--- src/uart_hold_pkg.sv ---
`default_nettype none
package uart_hold_pkg;
    // bit timing, 8 data bits, no parity, one stop bit
    localparam int CLK_HZ = 100_000_000;
    localparam int BIT_RATE_HZ = 115_200;
    localparam int OVS_RATE = 16;
    localparam int OVS_DIV = CLK_HZ / (OVS_RATE * BIT_RATE_HZ);
    localparam logic [15:0] OVS_LAST = 16'(OVS_DIV - 1);
    localparam logic [3:0] TICKS_MID = 4'h7;
    localparam logic [3:0] TICKS_LAST = 4'hf;
    localparam logic [2:0] BITS_LAST = 3'h7;

    // register addresses on the parallel bus
    localparam logic [2:0] ADR_HOLD = 3'h0;
    localparam logic [2:0] ADR_IRQ_MASK = 3'h1;
    localparam logic [2:0] ADR_FIFO_CTL = 3'h2;
    localparam logic [2:0] ADR_LINE_CTL = 3'h3;
    localparam logic [2:0] ADR_LINE_STAT = 3'h5;

    // field positions
    localparam int FC_ENABLE = 0;
    localparam int FC_RX_FLUSH = 1;
    localparam int FC_TX_FLUSH = 2;
    localparam int FC_DMA_MODE = 3;
    localparam int FC_TRIG_LO = 6;
    localparam int FC_TRIG_HI = 7;
    localparam int LC_DIV_ACCESS = 7;
    localparam int IE_RX_DATA = 0;
    localparam int IE_TX_EMPTY = 1;
    localparam int IE_LINE_STAT = 2;
    localparam int IE_MODEM = 3;
    localparam int RXE_FRAME = 8;
    localparam int RXE_BREAK = 9;

    // reset values
    localparam logic [7:0] IRQ_MASK_RST = 8'h00;
    localparam logic [7:0] FIFO_CTL_RST = 8'h00;
    localparam logic [7:0] LINE_CTL_RST = 8'h00;
    localparam logic [7:0] ZERO_BYTE = 8'h00;

    // buffer shape
    localparam int DATA_W = 8;
    localparam int RX_ENTRY_W = 10;
    localparam int FIFO_DEPTH = 8;
    localparam int CNT_W = 4;

    // receive trigger levels selected by the two trigger bits
    localparam logic [3:0] TRIG_LVL0 = 4'h1;
    localparam logic [3:0] TRIG_LVL1 = 4'h2;
    localparam logic [3:0] TRIG_LVL2 = 4'h4;
    localparam logic [3:0] TRIG_LVL3 = 4'h7;

    // interrupt source identities, highest priority first
    localparam logic [2:0] SRC_LINE_STAT = 3'h3;
    localparam logic [2:0] SRC_RX_DATA = 3'h2;
    localparam logic [2:0] SRC_TX_EMPTY = 3'h1;
    localparam logic [2:0] SRC_MODEM = 3'h0;

    typedef enum logic [1:0] {TX_IDLE, TX_START, TX_DATA, TX_STOP} tx_state_t;
    typedef enum logic [1:0] {RX_IDLE, RX_START, RX_DATA, RX_STOP} rx_state_t;
endpackage : uart_hold_pkg
`default_nettype wire

--- src/uart_hold.sv ---
`timescale 1ns/10ps
`default_nettype none

module fifo_buf #(
    parameter int WIDTH = 8,
    parameter int DEPTH = 8,
    localparam int AW = $clog2(DEPTH),
    localparam int CW = $clog2(DEPTH + 1)
) (
    input wire logic clk,
    input wire logic rst,
    input wire logic flush,
    input wire logic in_valid,
    output logic in_ready,
    input wire logic [WIDTH-1:0] in_data,
    output logic out_valid,
    input wire logic out_ready,
    output logic [WIDTH-1:0] out_data,
    output logic [CW-1:0] count
);
    // depth must be a power of two so the pointers wrap by themselves
    logic [WIDTH-1:0] mem [DEPTH];
    logic [AW-1:0] wr_ptr_ff;
    logic [AW-1:0] rd_ptr_ff;
    logic [CW-1:0] count_ff;
    wire push = in_valid & in_ready;
    wire pop = out_valid & out_ready;

    assign in_ready = (count_ff != CW'(DEPTH));
    assign out_valid = (count_ff != '0);
    assign out_data = mem[rd_ptr_ff];
    assign count = count_ff;

    always_ff @(posedge clk) begin
        if (push) begin
            mem[wr_ptr_ff] <= in_data;
        end
    end

    always_ff @(posedge clk or posedge rst) begin
        if (rst) begin
            wr_ptr_ff <= '0;
            rd_ptr_ff <= '0;
            count_ff <= '0;
        end else if (flush) begin
            wr_ptr_ff <= '0;
            rd_ptr_ff <= '0;
            count_ff <= '0;
        end else begin
            wr_ptr_ff <= push ? wr_ptr_ff + 1'b1 : wr_ptr_ff;
            rd_ptr_ff <= pop ? rd_ptr_ff + 1'b1 : rd_ptr_ff;
            case ({push, pop})
                2'b10: begin
                    count_ff <= count_ff + 1'b1;
                end
                2'b01: begin
                    count_ff <= count_ff - 1'b1;
                end
                default: begin
                    count_ff <= count_ff;
                end
            endcase
        end
    end
endmodule : fifo_buf

module uart_hold
    import uart_hold_pkg::*;
(
    input wire logic clk,
    input wire logic rst,
    input wire logic [2:0] bus_addr,
    input wire logic [7:0] bus_wdata,
    input wire logic bus_wr,
    input wire logic bus_rd,
    output logic [7:0] bus_rdata,
    input wire logic serial_in,
    output logic serial_out,
    input wire logic modem_delta,
    output logic int_out,
    output logic tx_space_ready_n,
    output logic rx_data_ready_n
);
    function automatic logic [3:0] trig_level(input logic [1:0] sel);
        case (sel)
            2'b00: trig_level = TRIG_LVL0;
            2'b01: trig_level = TRIG_LVL1;
            2'b10: trig_level = TRIG_LVL2;
            default: trig_level = TRIG_LVL3;
        endcase
    endfunction : trig_level

    logic [7:0] irq_mask_ff;
    logic [7:0] fifo_ctl_ff;
    logic [7:0] line_ctl_ff;
    logic [7:0] rdata_ff;
    logic overrun_ff;
    logic [CNT_W-1:0] err_cnt_ff;
    logic int_ff;
    logic tx_space_ready_n_n_ff;
    logic rx_data_ready_n_n_ff;
    logic [15:0] ovs_cnt_ff;
    logic [2:0] rx_sync_ff;
    logic rx_line_ff;
    tx_state_t tx_st_ff;
    logic [3:0] tx_tick_ff;
    logic [2:0] tx_bit_ff;
    logic [7:0] tx_shift_ff;
    logic tx_pin_ff;
    rx_state_t rx_st_ff;
    logic [3:0] rx_tick_ff;
    logic [2:0] rx_bit_ff;
    logic [7:0] rx_shift_ff;

    // bus decode
    wire div_access = line_ctl_ff[LC_DIV_ACCESS];
    wire sel_hold = (bus_addr == ADR_HOLD) & ~div_access;
    wire sel_mask = (bus_addr == ADR_IRQ_MASK) & ~div_access;
    wire sel_fctl = (bus_addr == ADR_FIFO_CTL);
    wire sel_lctl = (bus_addr == ADR_LINE_CTL);
    wire sel_lstat = (bus_addr == ADR_LINE_STAT);
    wire wr_fctl = bus_wr & sel_fctl;
    wire fifo_en = fifo_ctl_ff[FC_ENABLE];
    wire dma_mode1 = fifo_en & fifo_ctl_ff[FC_DMA_MODE];
    wire en_change = wr_fctl & (bus_wdata[FC_ENABLE] != fifo_en);
    wire tx_flush = (wr_fctl & bus_wdata[FC_TX_FLUSH]) | en_change;
    wire rx_flush = (wr_fctl & bus_wdata[FC_RX_FLUSH]) | en_change;
    wire [3:0] trig_lvl = trig_level(fifo_ctl_ff[FC_TRIG_HI:FC_TRIG_LO]);

    // oversampling tick
    wire ovs_tick = (ovs_cnt_ff == OVS_LAST);

    // transmit buffer
    logic tx_in_ready;
    logic tx_out_valid;
    logic [DATA_W-1:0] tx_out_data;
    wire tx_space = fifo_en ? tx_in_ready : ~tx_out_valid;
    wire tx_write = bus_wr & sel_hold & tx_space;
    wire tx_take = (tx_st_ff == TX_IDLE);
    wire tx_hold_empty = ~tx_out_valid;
    wire tx_all_empty = tx_hold_empty & tx_take;

    fifo_buf #(.WIDTH(DATA_W), .DEPTH(FIFO_DEPTH)) tx_fifo (
        .clk(clk),
        .rst(rst),
        .flush(tx_flush),
        .in_valid(tx_write),
        .in_ready(tx_in_ready),
        .in_data(bus_wdata),
        .out_valid(tx_out_valid),
        .out_ready(tx_take),
        .out_data(tx_out_data),
        .count()
    );

    // receive buffer
    logic rx_in_ready;
    logic rx_out_valid;
    logic [RX_ENTRY_W-1:0] rx_out_data;
    logic [CNT_W-1:0] rx_count;
    wire rx_bit_end = ovs_tick & (rx_tick_ff == TICKS_LAST);
    wire rx_done = (rx_st_ff == RX_STOP) & rx_bit_end;
    wire rx_frame_err = ~rx_line_ff;
    wire rx_break = rx_frame_err & (rx_shift_ff == ZERO_BYTE);
    wire [RX_ENTRY_W-1:0] rx_entry = {rx_break, rx_frame_err, rx_shift_ff};
    wire rx_space = fifo_en ? rx_in_ready : ~rx_out_valid;
    wire rx_push = rx_done & rx_space;
    wire rx_overrun = rx_done & ~rx_space;
    wire rx_read = bus_rd & sel_hold;
    wire rx_pop = rx_read & rx_out_valid;
    wire push_err = rx_push & (rx_break | rx_frame_err);
    wire pop_err = rx_pop & (rx_out_data[RXE_FRAME] | rx_out_data[RXE_BREAK]);

    fifo_buf #(.WIDTH(RX_ENTRY_W), .DEPTH(FIFO_DEPTH)) rx_fifo (
        .clk(clk),
        .rst(rst),
        .flush(rx_flush),
        .in_valid(rx_push),
        .in_ready(rx_in_ready),
        .in_data(rx_entry),
        .out_valid(rx_out_valid),
        .out_ready(rx_read),
        .out_data(rx_out_data),
        .count(rx_count)
    );

    // line status
    wire top_frame = rx_out_valid & rx_out_data[RXE_FRAME];
    wire top_break = rx_out_valid & rx_out_data[RXE_BREAK];
    wire [7:0] line_stat = {
        (err_cnt_ff != '0),
        tx_all_empty,
        tx_hold_empty,
        top_break,
        top_frame,
        1'b0,
        overrun_ff,
        rx_out_valid
    };

    // interrupt sources; all mask bits clear leaves only polling
    wire rx_at_trig = (rx_count >= trig_lvl);
    wire ls_pend = irq_mask_ff[IE_LINE_STAT] & (overrun_ff | top_frame | top_break);
    wire rx_pend = irq_mask_ff[IE_RX_DATA] & (fifo_en ? rx_at_trig : rx_out_valid);
    wire tx_pend = irq_mask_ff[IE_TX_EMPTY] & tx_hold_empty;
    wire ms_pend = irq_mask_ff[IE_MODEM] & modem_delta;
    wire any_pend = ls_pend | rx_pend | tx_pend | ms_pend;
    wire [2:0] src_id = ls_pend ? SRC_LINE_STAT : rx_pend ? SRC_RX_DATA
        : tx_pend ? SRC_TX_EMPTY : SRC_MODEM;
    wire [7:0] src_stat = {fifo_en, fifo_en, 2'b00, src_id, ~any_pend};

    wire [7:0] rd_sel = sel_hold ? rx_out_data[DATA_W-1:0]
        : sel_mask ? irq_mask_ff
        : sel_fctl ? src_stat
        : sel_lctl ? line_ctl_ff
        : sel_lstat ? line_stat : ZERO_BYTE;

    // dma ready outputs
    logic nxt_tx_space_ready_n_n;
    logic nxt_rx_data_ready_n_n;
    always_comb begin
        if (!dma_mode1) begin
            nxt_tx_space_ready_n_n = ~tx_space;
            nxt_rx_data_ready_n_n = ~rx_out_valid;
        end else begin
            nxt_tx_space_ready_n_n = tx_hold_empty ? 1'b0 : ~tx_in_ready ? 1'b1 : tx_space_ready_n_n_ff;
            nxt_rx_data_ready_n_n = rx_at_trig ? 1'b0 : ~rx_out_valid ? 1'b1 : rx_data_ready_n_n_ff;
        end
    end

    always_ff @(posedge clk or posedge rst) begin
        if (rst) begin
            irq_mask_ff <= IRQ_MASK_RST;
            fifo_ctl_ff <= FIFO_CTL_RST;
            line_ctl_ff <= LINE_CTL_RST;
        end else begin
            if (bus_wr & sel_mask) begin
                irq_mask_ff <= {4'h0, bus_wdata[IE_MODEM:IE_RX_DATA]};
            end
            if (wr_fctl) begin
                fifo_ctl_ff <= {bus_wdata[FC_TRIG_HI:FC_TRIG_LO], 2'b00, bus_wdata[FC_DMA_MODE], 2'b00,
                    bus_wdata[FC_ENABLE]};
            end
            if (bus_wr & sel_lctl) begin
                line_ctl_ff <= bus_wdata;
            end
        end
    end

    always_ff @(posedge clk or posedge rst) begin
        if (rst) begin
            rdata_ff <= ZERO_BYTE;
            int_ff <= 1'b0;
            tx_space_ready_n_n_ff <= 1'b0;
            rx_data_ready_n_n_ff <= 1'b1;
        end else begin
            rdata_ff <= bus_rd ? rd_sel : rdata_ff;
            int_ff <= any_pend;
            tx_space_ready_n_n_ff <= nxt_tx_space_ready_n_n;
            rx_data_ready_n_n_ff <= nxt_rx_data_ready_n_n;
        end
    end

    // overrun: a new overrun in the read cycle wins over the clear
    always_ff @(posedge clk or posedge rst) begin
        if (rst) begin
            overrun_ff <= 1'b0;
        end else begin
            overrun_ff <= rx_overrun | (overrun_ff & ~(bus_rd & sel_lstat));
        end
    end

    always_ff @(posedge clk or posedge rst) begin
        if (rst) begin
            err_cnt_ff <= '0;
        end else if (rx_flush) begin
            err_cnt_ff <= '0;
        end else if (push_err & ~pop_err) begin
            err_cnt_ff <= err_cnt_ff + 1'b1;
        end else if (pop_err & ~push_err) begin
            err_cnt_ff <= err_cnt_ff - 1'b1;
        end
    end

    always_ff @(posedge clk or posedge rst) begin
        if (rst) begin
            ovs_cnt_ff <= '0;
        end else begin
            ovs_cnt_ff <= ovs_tick ? '0 : ovs_cnt_ff + 1'b1;
        end
    end

    // transmitter
    always_ff @(posedge clk or posedge rst) begin
        if (rst) begin
            tx_st_ff <= TX_IDLE;
            tx_tick_ff <= '0;
            tx_bit_ff <= '0;
            tx_shift_ff <= ZERO_BYTE;
            tx_pin_ff <= 1'b1;
        end else begin
            case (tx_st_ff)
                TX_IDLE: begin
                    tx_pin_ff <= 1'b1;
                    if (tx_out_valid) begin
                        tx_shift_ff <= tx_out_data;
                        tx_tick_ff <= '0;
                        tx_st_ff <= TX_START;
                    end
                end
                TX_START: begin
                    tx_pin_ff <= 1'b0;
                    if (ovs_tick) begin
                        tx_tick_ff <= tx_tick_ff + 1'b1;
                        if (tx_tick_ff == TICKS_LAST) begin
                            tx_bit_ff <= '0;
                            tx_st_ff <= TX_DATA;
                        end
                    end
                end
                TX_DATA: begin
                    tx_pin_ff <= tx_shift_ff[0];
                    if (ovs_tick) begin
                        tx_tick_ff <= tx_tick_ff + 1'b1;
                        if (tx_tick_ff == TICKS_LAST) begin
                            tx_shift_ff <= {1'b0, tx_shift_ff[7:1]};
                            tx_bit_ff <= tx_bit_ff + 1'b1;
                            if (tx_bit_ff == BITS_LAST) begin
                                tx_st_ff <= TX_STOP;
                            end
                        end
                    end
                end
                TX_STOP: begin
                    tx_pin_ff <= 1'b1;
                    if (ovs_tick) begin
                        tx_tick_ff <= tx_tick_ff + 1'b1;
                        if (tx_tick_ff == TICKS_LAST) begin
                            tx_st_ff <= TX_IDLE;
                        end
                    end
                end
                default: begin
                    tx_st_ff <= TX_IDLE;
                end
            endcase
        end
    end

    // receive pin: a change counts once the second and third stages agree
    always_ff @(posedge clk or posedge rst) begin
        if (rst) begin
            rx_sync_ff <= 3'h7;
            rx_line_ff <= 1'b1;
        end else begin
            rx_sync_ff <= {rx_sync_ff[1:0], serial_in};
            if (rx_sync_ff[1] == rx_sync_ff[2]) begin
                rx_line_ff <= rx_sync_ff[2];
            end
        end
    end

    wire rx_fall = rx_line_ff & (rx_sync_ff[1] == rx_sync_ff[2]) & ~rx_sync_ff[2];

    // receiver
    always_ff @(posedge clk or posedge rst) begin
        if (rst) begin
            rx_st_ff <= RX_IDLE;
            rx_tick_ff <= '0;
            rx_bit_ff <= '0;
            rx_shift_ff <= ZERO_BYTE;
        end else begin
            case (rx_st_ff)
                RX_IDLE: begin
                    rx_tick_ff <= '0;
                    if (rx_fall) begin
                        rx_st_ff <= RX_START;
                    end
                end
                RX_START: begin
                    if (ovs_tick) begin
                        rx_tick_ff <= rx_tick_ff + 1'b1;
                        if (rx_tick_ff == TICKS_MID) begin
                            rx_tick_ff <= '0;
                            rx_bit_ff <= '0;
                            rx_st_ff <= rx_line_ff ? RX_IDLE : RX_DATA;
                        end
                    end
                end
                RX_DATA: begin
                    if (ovs_tick) begin
                        rx_tick_ff <= rx_tick_ff + 1'b1;
                        if (rx_tick_ff == TICKS_LAST) begin
                            rx_shift_ff <= {rx_line_ff, rx_shift_ff[7:1]};
                            rx_bit_ff <= rx_bit_ff + 1'b1;
                            if (rx_bit_ff == BITS_LAST) begin
                                rx_st_ff <= RX_STOP;
                            end
                        end
                    end
                end
                RX_STOP: begin
                    if (ovs_tick) begin
                        rx_tick_ff <= rx_tick_ff + 1'b1;
                    end
                    if (rx_bit_end) begin
                        rx_st_ff <= RX_IDLE;
                    end
                end
                default: begin
                    rx_st_ff <= RX_IDLE;
                end
            endcase
        end
    end

    assign bus_rdata = rdata_ff;
    assign serial_out = tx_pin_ff;
    assign int_out = int_ff;
    assign tx_space_ready_n = tx_space_ready_n_n_ff;
    assign rx_data_ready_n = rx_data_ready_n_n_ff;
endmodule : uart_hold
`default_nettype wire

--- config.mk ---
export PLATFORM = sky130hd
export DESIGN_NAME = uart_hold
export DESIGN_NICKNAME = d
export VERILOG_FILES = /design/src/uart_hold_pkg.sv /design/src/uart_hold.sv
export SDC_FILE = /design/constraint.sdc
export NUM_CORES = 1
export LEC_CHECK = 0
export BUFFER_PORTS_ARGS = -buffer_cell sky130_fd_sc_hd__buf_2
export CAP_MARGIN = 20
export CORE_MARGIN = 4
export CORE_UTILIZATION = 40
export CTS_CLUSTER_DIAMETER = 50
export CTS_CLUSTER_SIZE = 20
export DETAILED_ROUTE_END_ITERATION = 12
export SYNTH_ARGS = -nofsm -noshare
export SYNTH_HDL_FRONTEND = slang
export SYNTH_HIERARCHICAL = 1
export SYNTH_SLANG_ARGS = --single-unit
--- constraint.sdc ---
create_clock -name clk -period 9.5 [get_ports clk]
set_input_delay 0.95 -clock clk [delete_from_list [all_inputs] [get_ports clk]]
set_output_delay 0.95 -clock clk [all_outputs]
set_load 0.01 [all_outputs]
After elaboration in Yosys (flattened, before gate mapping)
Memory sizes are Yosys's and may differ from the RTL's.
Cells that the tools add are included.
{"block": "classes", "n_eq_ne": 45, "n_bitwise": 57, "add_sub_neg": 15, "muxes": 78, "order_cmp": 1, "reduce_logical": 29}
{"operator": "$mux 8", "n": 8}
{"operator": "$mux 3", "n": 16}
{"operator": "$mux 4", "n": 10}
{"operator": "$and 1x1->1", "n": 36}
{"operator": "$mux 2", "n": 18}
{"operator": "$ne 2x2->1 const B", "n": 14}
{"operator": "$pmux 4 s2", "n": 3}
{"operator": "$add 4x1->4 const B", "n": 5}
{"operator": "$add 3x1->3 const B", "n": 6}
{"operator": "$add 16x1->16 const B", "n": 1}
{"operator": "$eq 16x6->1 const B", "n": 1}
{"operator": "$mux 16", "n": 1}
{"operator": "$pmux 2 s4", "n": 2}
{"operator": "$pmux 8 s2", "n": 1}
{"operator": "$eq 2x2->1 const B", "n": 7}
{"operator": "$mux 1", "n": 14}
{"operator": "$reduce_bool 2->1", "n": 7}
{"operator": "$pmux 3 s2", "n": 2}
{"operator": "$pmux 4 s3", "n": 1}
{"operator": "$reduce_bool 4->1", "n": 3}
{"operator": "$sub 4x1->4 const B", "n": 3}
{"operator": "$not 1->1", "n": 11}
{"operator": "$eq 2x1->1 const B", "n": 5}
{"operator": "$or 1x1->1", "n": 10}
{"operator": "25 further kinds", "n": 40}
{"block": "totals", "mem_count": 2, "ramBits": 144, "wordCells": 254, "regBits": 107, "inputBits": 17, "output_inout_bits": 12}
{"memory": "rx_fifo.mem", "depth": 8, "word_bits": 10, "read_ports": 1, "rd_ports_with_merged_regs": 0, "wr": 1, "line_no": "uart_hold.sv:22", "text": "logic [WIDTH-1:0] mem [DEPTH];"}
{"memory": "tx_fifo.mem", "depth": 8, "word_bits": 8, "read_ports": 1, "rd_ports_with_merged_regs": 0, "wr": 1, "line_no": "uart_hold.sv:22"}

Logic depth before layout (Yosys ltp)
Gate-level depths: netlist of run 1.
{"block": "logic_depth", "ltp_word": 12, "depth_mapped": 15, "depth_no_buf": 14}

By module
Netlist of run 1, hierarchy kept.
{"mod": "uart_hold", "area_per_inst_um2": 4621.9, "cells_per_inst": 457, "seq_area_each_um2": 2184.6, "instances": 1}
{"mod": "fifo_buf (rx_fifo)", "area_per_inst_um2": 3782.4, "cells_per_inst": 196, "seq_area_each_um2": 2652.5, "instances": 1}
{"mod": "fifo_buf (tx_fifo)", "area_per_inst_um2": 3098.0, "cells_per_inst": 174, "seq_area_each_um2": 2172.1, "instances": 1}

Worst setup path before layout of run 1
No wires, ideal clock.
{"block": "synth_path", "path_type": "reg-to-reg", "from": "register rx_fifo.count_ff[0] (netlist: rx_fifo/count[0])", "to": "memory rx_fifo/mem[0][0] (netlist name), enable pin", "required_time_ns": 9.097, "path_stages_with_launch": 9, "arrival_time_ns": 3.087, "period_less_slack_ns": 3.491, "setup_slack_ns": 6.009, "setup_ns": 0.403, "cell_sequence": "dfrtp_1 -> buf_6 -> or4_2 -> or2_2 -> and2_1 -> nor2_1 -> buf_2 -> nand2_8 -> nor4_1"}
{"block": "synth_between", "elab_chain_len": 7, "word_cells_on_any_way": 8, "classes_between": "eq/ne (1); mux (3); bitwise (3); reduce/logical (1)"}
{"item": "start: declaration", "line_no": "uart_hold.sv:25", "text": "logic [CW-1:0] count_ff;"}
{"item": "start signal: assignment", "line_no": "uart_hold.sv:54", "text": "count_ff <= count_ff + 1'b1;"}
{"item": "start signal: assignment", "line_no": "uart_hold.sv:57", "text": "count_ff <= count_ff - 1'b1;"}
{"item": "start signal: assignment", "line_no": "uart_hold.sv:60", "text": "count_ff <= count_ff;"}
{"item": "$reduce_bool 4->1", "line_no": "uart_hold.sv:30", "text": "assign out_valid = (count_ff != '0);"}
{"item": "named net rx_out_valid", "line_no": "uart_hold.sv:158", "text": "logic rx_out_valid;"}
{"item": "$not 1->1"}
{"item": "$mux 1", "line_no": "uart_hold.sv:166", "text": "wire rx_space = fifo_en ? rx_in_ready : ~rx_out_valid;"}
{"item": "$and 1x1->1", "line_no": "uart_hold.sv:167", "text": "wire rx_push = rx_done & rx_space;"}
{"item": "named net rx_push", "line_no": "uart_hold.sv:167"}
{"item": "$and 1x1->1", "line_no": "uart_hold.sv:26", "text": "wire push = in_valid & in_ready;"}
{"item": "$mux 1", "line_no": "uart_hold.sv:35", "text": "if (push) begin"}
{"item": "$mux 1 (implied by the code)", "line_no": "uart_hold.sv:36", "text": "mem[wr_ptr_ff] <= in_data;"}
{"item": "end: declaration", "line_no": "uart_hold.sv:22"}
The timed path passes the listed nets, and every way through them passes these cells.

Worst setup path after layout of run 1
{"block": "layout_path", "from": "register rx_fifo.count_ff[0] (netlist: rx_fifo/count[0])", "to": "register rx_fifo.count_ff[3] (netlist: rx_fifo/count[3])"}
{"block": "layout_between", "elab_chain_len": 8, "word_cells_on_any_way": 14, "classes_between": "add/sub (2); eq/ne (3); mux (3); bitwise (4); reduce/logical (2)"}
{"item": "$reduce_bool 4->1 *", "line_no": "uart_hold.sv:30"}
{"item": "named net rx_out_valid", "line_no": "uart_hold.sv:158"}
{"item": "$not 1->1 *"}
{"item": "$mux 1 *", "line_no": "uart_hold.sv:166"}
{"item": "$and 1x1->1 *", "line_no": "uart_hold.sv:167"}
{"item": "named net rx_push", "line_no": "uart_hold.sv:167"}
{"item": "$and 1x1->1 *", "line_no": "uart_hold.sv:26"}
{"item": "$eq 2x1->1 / $eq 2x2->1 (equally long branches)", "line_no": "uart_hold.sv:52", "text": "case ({push, pop})"}
{"item": "$pmux 4 s2", "line_no": "uart_hold.sv:52"}
{"item": "$mux 4", "line_no": "uart_hold.sv:45", "text": "end else if (flush) begin"}
The timed path passes the listed nets; every way through them passes the cells marked *.
A chain may end at the register's enable or synchronous reset.

==> metrics.md, run 1 <==
| Metric | Value |
|---|---|
| Vias in the first global route | 6748 |
| CTS Buffer Depth | 3 |
| Crit. End Element | register |
| Startpoint types | register |
| WL per Instance | roughly 18 microns |
| Starting Density | 41.0% |
| Finished Layout Cells | 1262 |
| Worst skew pair latency | between 0.5 and 0.6 ns |
| TritonRoute pass-1 iters | 4 |
| Cells after DPL | between 1000 and 1500 |
| Largest net degree at the start of global routing | 54 |
| Synth Register Bits | 251 |
| Worst hold start | rx_sync_ff[0] |
| Pwr Density | 251 mW/mm^2 |
| Fin crit share | 43.1% |
| Crit path max-delay family | simple AND/OR/NAND/NOR gates |
| Starting DRC count in detailed routing | 428 |
| CTS tree | done |
| Vias | 6728 |
| WL met2 | 11500 microns |
| Critical Path Source | rx_fifo/count[0] |
| CP arrival | 4.49 ns |
| Max incr delay on CP | roughly 0.79 ns |
| Slowest CP cell | or4_2 |
| Hold buffers post-CTS | 0 |
| Fraction of registers with async set/reset | 42.6% |
| Chip height | 178 microns |
| Routed Antenna Nets | 0 |
| Nets | 907 |
| Clk sinks | 251 |
| Mapped Area | roughly 0.012 sq mm |
| Syn_area_per_cell | roughly 14 sq um |
| DIE WIDTH | roughly 180 microns |
| Fin crit period | between 4 and 5 ns |
| Root Buffer | clkbuf_16 |
| Least-Margin Pin Slew | 1.01 ns |
| Met1 WL | 10400 microns |
| Critical path peak fanout | 11 |
| Layout cells sized above 1 | 22.7% |
| Pre-CTS WS | 5.43 ns |
| Clock transition at path regs | 0.07 ns |
| Leak | 4.80 nW |
| # setup viols final | 0 |
| Fmax | 244 MHz |
| Final wirelength | 23100 microns |
| CTS Buf Count | 29 |
| Grt total ovfl | 0 |
| Detailed Place HPWL | between 15000 and 20000 microns |
| Die area | between 0.03 and 0.04 sq mm |
| Worst rel slew slack | 32.6% |
| Yosys warns | 6 |
| # diodes | 0 |
| Pins over their slew limit | 0 |
| Fill count | 2529 |
| Unrepaired setup endpoints after global routing | false |
| RR Startpoint | rx_fifo/count[0] |
| Worst Path Required | 9.90 ns |
| Post-DP Area | 0.0120 sq mm |
| Gate Count Post-Synth | around 830 |
| Sum of negative setup slack | 0 ns |
| Max layer used | met4 |
| Most used flip-flop cell after synthesis | edfxtp_1 |
| Critical-path cell list | or4_2 > or2_2 > and2_1 > nor2_1 > a21oi_1 > ha_1 > and4b_1 > a2111oi_0 > o211ai_1 |
| I/O Buffers | 28 |
| Status | completed |
| Hold crit path type | reg2reg |
| Register area share after synthesis | 60.9% |
| Max Clock Skew | 0.0163 ns |
| Core Footprint | 0.0281 sq mm |
| Final Hold Viols | 0 |
| Setup ws final | 5.41 ns |
| Yosys cell types | 80 |
| Drt via density | 5.33 |
| VDD IR max | 0.177 mV |
| CP Class | reg2reg |
| First-pass GRT wire length | between 30000 and 40000 microns |
| MaxCap Viol Count | 0 |
| Post-CTS sizing | 0 |
| Setup bufs post-CTS | 0 |
| Site Rows | 61 |
| H-tree depth | 1 |
| Critical path buffer and inverter count | 0 |
| EDFF count, synth | 144 |
| Mapped Nets | 873 |
| Design area | 0.0131 sq mm |
| WL met3 | 847 microns |
| Initial antenna violation count | 0 |
| GPL Wtd Cong | 0.791 |
| WHS | 0.357 ns |
| Layout area overhead | 13.5% |
| # IOs | 29 |
| # DRC | 0 |
| GRT Overall Usage | between 10% and 20% |
==> path summary, 6_finish.rpt <==
check                      slack [ns]  cells past startpoint               end
hold reg to reg                  0.36                      0     rx_sync_ff[1]
hold / removal                   0.36                      0     rx_sync_ff[1]
setup reg to reg                 5.41                      9  rx_fifo/count[3]
setup / recovery                 5.41                      9  rx_fifo/count[3]
min in group asynchronous        0.45                      2  tx_fifo/count[1]
max in group asynchronous        7.93                      3      bus_rdata[6]
==> state kept, by name (all words and copies together), names as in the netlist, 8 cells and up, named ones only <==
register and flops:
rx_fifo/mem 80, tx_shift_ff 8, bus_rdata 8, ovs_cnt_ff 16
tx_fifo/mem 64, line_ctl_ff 8, rx_shift_ff 8
==> metrics by stage <==
stage | total power, mW | utilization, %
after floorplan | 1.96 | -
after global placement | 2.13 | 42.7
after detailed placement | 2.14 | 42.7
after CTS | 3.33 | 46.4
after global routing | 3.48 | 46.5
final | 3.28 | 46.5
==> cell usage after synthesis, types with 4 or more instances <==
library cell  count  area (sq um)
mux2_2           42           473
and3_1            7          43.8
nand3_1          26           130
nor3_1           18          90.1
nand2b_1         12          75.1
mux2i_1           9          90.1
nand3b_1          5          37.5
inv_1            35           131
xnor2_1          16           140
nor2_1           55           206
a211oi_1          5          37.5
a21oi_1          26           130
o221ai_1          7          61.3
clkbuf_1         17          63.8
edfxtp_1        144          4320
nor2b_1           8          50.1
ha_1             28           350
xor2_1           16           140
nor4_1            6          37.5
o22ai_1           4          25.0
o21ai_0          31           155
dfrtp_1         101          2530
or2_2             4          25.0
dfstp_2           6           158
buf_2            11          55.1
a22o_1            4          35.0
a31oi_1           5          31.3
mux4_2           36           811
o21a_1            4          30.0
nand2_1          56           210
buf_6             7          78.8
nand4_1           7          43.8
==> per-layer routing <==
layer  vias to the layer above  GRT usage (%)
li1                       3197              -
met2                        93           25.0
met1                      3413           20.8
met3                        25           2.19
met4                         0           3.06
met5                         -              0
==> cell usage in the layout (no fill, tap or decap), types with 5 or more instances in the layout <==
| master | instances |
|---|---|
| a211oi_1 | 5 |
| a21oi_1 | 26 |
| a31oi_1 | 5 |
| and3_1 | 7 |
| buf_2 | 30 |
| buf_4 | 10 |
| clkbuf_16 | 29 |
| clkinv_8 | 5 |
| dfrtp_1 | 101 |
| dfstp_2 | 6 |
| edfxtp_1 | 144 |
| ha_1 | 28 |
| inv_1 | 34 |
| inv_6 | 6 |
| mux2_2 | 42 |
| mux2i_1 | 9 |
| mux4_2 | 36 |
| nand2_1 | 56 |
| nand2b_1 | 12 |
| nand3_1 | 26 |
| nand3b_1 | 5 |
| nand4_1 | 7 |
| nor2_1 | 55 |
| nor2b_1 | 8 |
| nor3_1 | 18 |
| nor4_1 | 5 |
| o21ai_0 | 31 |
| o221ai_1 | 7 |
| xnor2_1 | 16 |
| xor2_1 | 16 |
==> cell families after synthesis <==
group	share of synthesized area, %
multiplexers	12.2
adder cells (fa/ha/maj)	3.31
AO/OA/AOI/OAI	7.24
flip-flops	60.9
XOR/XNOR	2.68
AND/OR/NAND/NOR	10.7
buffers and inverters	2.97
==> final cells by class <==
type	instances	area (sq um)	share of cell area (%)
clock buffers	30	739	5.66
clock inverters	24	305	2.34
inverters	35	134	1.03
multi-input cells	503	4160	31.8
flip-flops and latches	251	7010	53.7
well taps	378	473	3.62
repair buffers	41	236	1.81
==> report_power, final <==
group / internal [mW] / switching, mW / leakage [nW]
registers: 1.25 / 0.145 / 2.53
clock network: 0.658 / 0.511 / 0.505
logic: 0.351 / 0.363 / 1.77
total: 2.26 / 1.02 / 4.80
Power figures use the tool's default switching activity.
==> inputs of run 2 (changes only) <==
ABC_AREA = 1   (was not set)
clock period = 4 ns   (was 9.5 ns; I/O delays follow)
==> run 2 against run 1 <==
  * Sequential cell count is the same
  * Register-to-register slack got worse by 4.6 ns
  * Setup slack lost 4.6 ns
  * Largest power group unchanged
  * Area after synthesis is 1.4% higher
  * First-iteration DRC count is 67% higher
  * Maximum frequency rose by 28%
  * Critical path type unchanged
  * Synthesized cell count up 39%
  * Cell count grew 27%
  * Die area up 1.3%
  * Routed wire length up 11%
==> metrics.md, run 2 <==
| Metric | Value |
|---|---|
| Grt total ovfl | 0 (unchanged) |
| Synth top area cells | edfxtp_1, dfrtp_1, nor2_1 (was edfxtp_1, dfrtp_1, mux4_2) |
| Core Util, Final | 45.9% (was 46.5%) |
| Syn_area_per_cell | 10.1 sq um (was 13.9 sq um) |
| CP Class | reg2reg (unchanged) |
| CTS Buffer Depth | 3 (unchanged) |
| Core Footprint | 0.0287 sq mm (was 0.0281 sq mm) |
| Chip height | 179 microns (was 178 microns) |
| Fin crit share | 79.8% (was 43.1%) |
| Fill count | 2704 (was 2529) |
| Setup bufs post-CTS | 0 (unchanged) |
| Most common cell after layout, fill and taps aside | nor2_1 (was edfxtp_1) |
| # diodes | 0 (unchanged) |
| Least-Margin Pin Slew | 0.945 ns (was 1.01 ns) |
| Number of flip-flops in the largest register | 80 (unchanged) |
| Unrepaired setup endpoints after global routing | false (unchanged) |
| CTS Buf Count | 28 (was 29) |
| Mapped Nets | 1199 (was 873) |
| # IOs | 29 (unchanged) |
| Initial antenna violation count | 0 (unchanged) |
| Root Buffer | clkbuf_16 (unchanged) |
| Mapped Area | 0.0117 sq mm (was 0.0115 sq mm) |
| Die area | 0.0319 sq mm (was 0.0315 sq mm) |
| MaxCap Viol Count | 0 (unchanged) |
| Worst Path Required | 4.44 ns (was 9.90 ns) |
| Largest net degree at the start of global routing | 59 (was 54) |
| CTS tree | done (unchanged) |
| Final Hold Viols | 0 (unchanged) |
| Yosys warns | 6 (unchanged) |
| Pins over their slew limit | 0 (unchanged) |
| Post-synth top area share | 37.1% (was 37.6%) |
| Post-CTS sizing | 0 (unchanged) |
| Critical path peak fanout | 22 (was 11) |
| WL per Instance | 16.0 microns (was 18.3 microns) |
| Hold crit path type | in2reg (was reg2reg) |
| VDD IR max | 0.308 mV (was 0.177 mV) |
| Startpoint types | register (unchanged) |
| Most used flip-flop cell after synthesis | edfxtp_1 (unchanged) |
| CP arrival | 3.63 ns (was 4.49 ns) |
| Site Rows | 62 (was 61) |
| First-pass GRT wire length | 41800 microns (was 37500 microns) |
| Pwr Density | 577 mW/mm^2 (was 251 mW/mm^2) |
| Fmax | 313 MHz (was 244 MHz) |
| Layout area overhead | 12.9% (was 13.5%) |
| Starting Density | 40.6% (was 41.0%) |
| Crit. End Element | register (unchanged) |
| WHS | 0.161 ns (was 0.357 ns) |
| H-tree depth | 1 (unchanged) |
| Max Clock Skew | 0.0160 ns (was 0.0163 ns) |
| Cell taking the most area after synthesis | edfxtp_1 (unchanged) |
| Clk sinks | 251 (unchanged) |
| Most frequent cells after synthesis | nor2_1, nand2_1, edfxtp_1 (was edfxtp_1, dfrtp_1, nand2_1) |
| Most common cell in the netlist | nor2_1 (was edfxtp_1) |
| Tot Pwr | 7.60 mW (was 3.28 mW) |
| # setup viols final | 0 (unchanged) |
| Leak | 5.33 nW (was 4.80 nW) |
| Nets | 1239 (was 907) |
| Yosys cell types | 50 (was 80) |
| Fraction of registers with async set/reset | 42.6% (unchanged) |
| Top reg by flops | rx_fifo/mem (unchanged) |
| Status | completed (unchanged) |
| Fin crit period | 3.19 ns (was 4.09 ns) |
| Starting DRC count in detailed routing | 713 (was 428) |
| # DRC | 0 (unchanged) |
| DIE WIDTH | 179 microns (was 178 microns) |
| Register area share after synthesis | 60.1% (was 60.9%) |
| EDFF count, synth | 144 (unchanged) |
| Most frequent cells in the layout | nor2_1, nand2_1, edfxtp_1 (was edfxtp_1, dfrtp_1, nand2_1) |
| Routed Antenna Nets | 0 (unchanged) |
| Layout cells sized above 1 | 14.1% (was 22.7%) |
| Detailed Place HPWL | 17900 microns (was 15100 microns) |
| Synth Register Bits | 251 (unchanged) |
| I/O Buffers | 28 (unchanged) |
| GRT Overall Usage | 16.4% (was 14.9%) |
| Largest registers | rx_fifo/mem (80), tx_fifo/mem (64), ovs_cnt_ff (16) (unchanged) |
| Drt via density | 5.08 (was 5.33) |
| Vias | 8126 (was 6728) |
| Gate Count Post-Synth | 1153 (was 827) |
| Vias in the first global route | 7844 (was 6748) |
| GPL Wtd Cong | 0.857 (was 0.791) |
| TritonRoute pass-1 iters | 5 (was 4) |
| Worst skew pair latency | 0.54 ns (about the same) |
| Final wirelength | 25600 microns (was 23100 microns) |
| Clock transition at path regs | 0.07 ns (about the same) |
| Sum of negative setup slack | 0 ns (unchanged) |
| Worst rel slew slack | 36.8% (was 32.6%) |
==> run 2: cell types whose count changed after synthesis, sizes merged, moves of 36 or more <==
cell   change
inv       +80
nor2     +166
o21ai    +109
mux2      -37
mux4      -36
nand2    +130
==> run 2: kinds of logic after synthesis <==
kind of cell / synth area share [%]
AO/OA/AOI/OAI: 10.6
XOR/XNOR: 0.901
adder cells (fa/ha/maj): 3.18
buffers and inverters: 5.13
flip-flops: 60.1
multiplexers: 1.43
AND/OR/NAND/NOR: 18.7
==> run 2: area by class of cell <==
cell class | instances | area [sq um] | share of cell area (%)
tap | 384 | 480 | 3.65
sequential | 251 | 7010 | 53.2
timing repair buffer | 39 | 225 | 1.71
clock buffer | 32 | 737 | 5.60
clock inverter | 20 | 203 | 1.54
inverter | 120 | 462 | 3.51
multi-input combinational | 753 | 4050 | 30.8
==> run 2: path summary, 6_finish.rpt <==
path | start | cells after the start | slack (ns) | end
setup / recovery | rx_fifo/rd_ptr_ff[1] | 19 | 0.81 | err_cnt_ff[3]
hold / removal | modem_delta | 3 | 0.16 | int_out
setup reg to reg | rx_fifo/rd_ptr_ff[1] | 19 | 0.81 | err_cnt_ff[3]
hold reg to reg | rx_sync_ff[0] | 0 | 0.36 | rx_sync_ff[1]
max in group asynchronous | rst | 4 | 2.51 | ovs_cnt_ff[9]
min in group asynchronous | rst | 3 | 0.47 | tx_fifo/count[2]
==> run 2: timing repair <==
item / in CTS / in global routing
hold buffers: 2 / 0
setup endpoints to repair: 0 / 0
hold endpoints to repair: 21 / 0
==> run 2: through the flow <==
step | setup WS, ns | area (sq um) | std cells
floorplan | 1.36 | 11700 | 1153
global placement | 1.00 | 12200 | 1544
detailed placement | 0.820 | 12200 | 1544
CTS | 0.806 | 13200 | 1598
global route | 0.380 | 13200 | 1599
finish | 0.808 | 13200 | 1599
==> run 2: worst max-delay path, stage by stage (launching register included) <==
cell,delay [ns]
dfrtp_1,0.37
buf_4,0.20
inv_1,0.48
o21ai_0,0.24
o22ai_1,0.17
nor2_1,0.06
a31oi_1,0.15
nand2_1,0.08
nand2_1,0.15
nand2_4,0.08
nand4_4,0.14
ha_1,0.29
a21oi_1,0.20
nand2_1,0.07
nand2_1,0.06
nand2_1,0.06
nand4_1,0.08
nand2_1,0.06
nor2_1,0.09
nor2_1,0.04
==> run 2: power by group <==
group / switching, mW / leakage [nW] / internal (mW) / total (mW)
Clock: 1.17 / 0.455 / 1.40 / 2.57
Sequential: 0.212 / 2.54 / 2.96 / 3.17
Combinational: 1.22 / 2.33 / 0.642 / 1.87
==> run 2: per-layer routing <==
metal,wire [microns],vias up,track usage (%)
met1,11500,3916,22.5
met5,0,-,0
met3,1120,56,2.36
met2,12200,161,27.0
li1,-,3993,-
met4,776,0,5.24
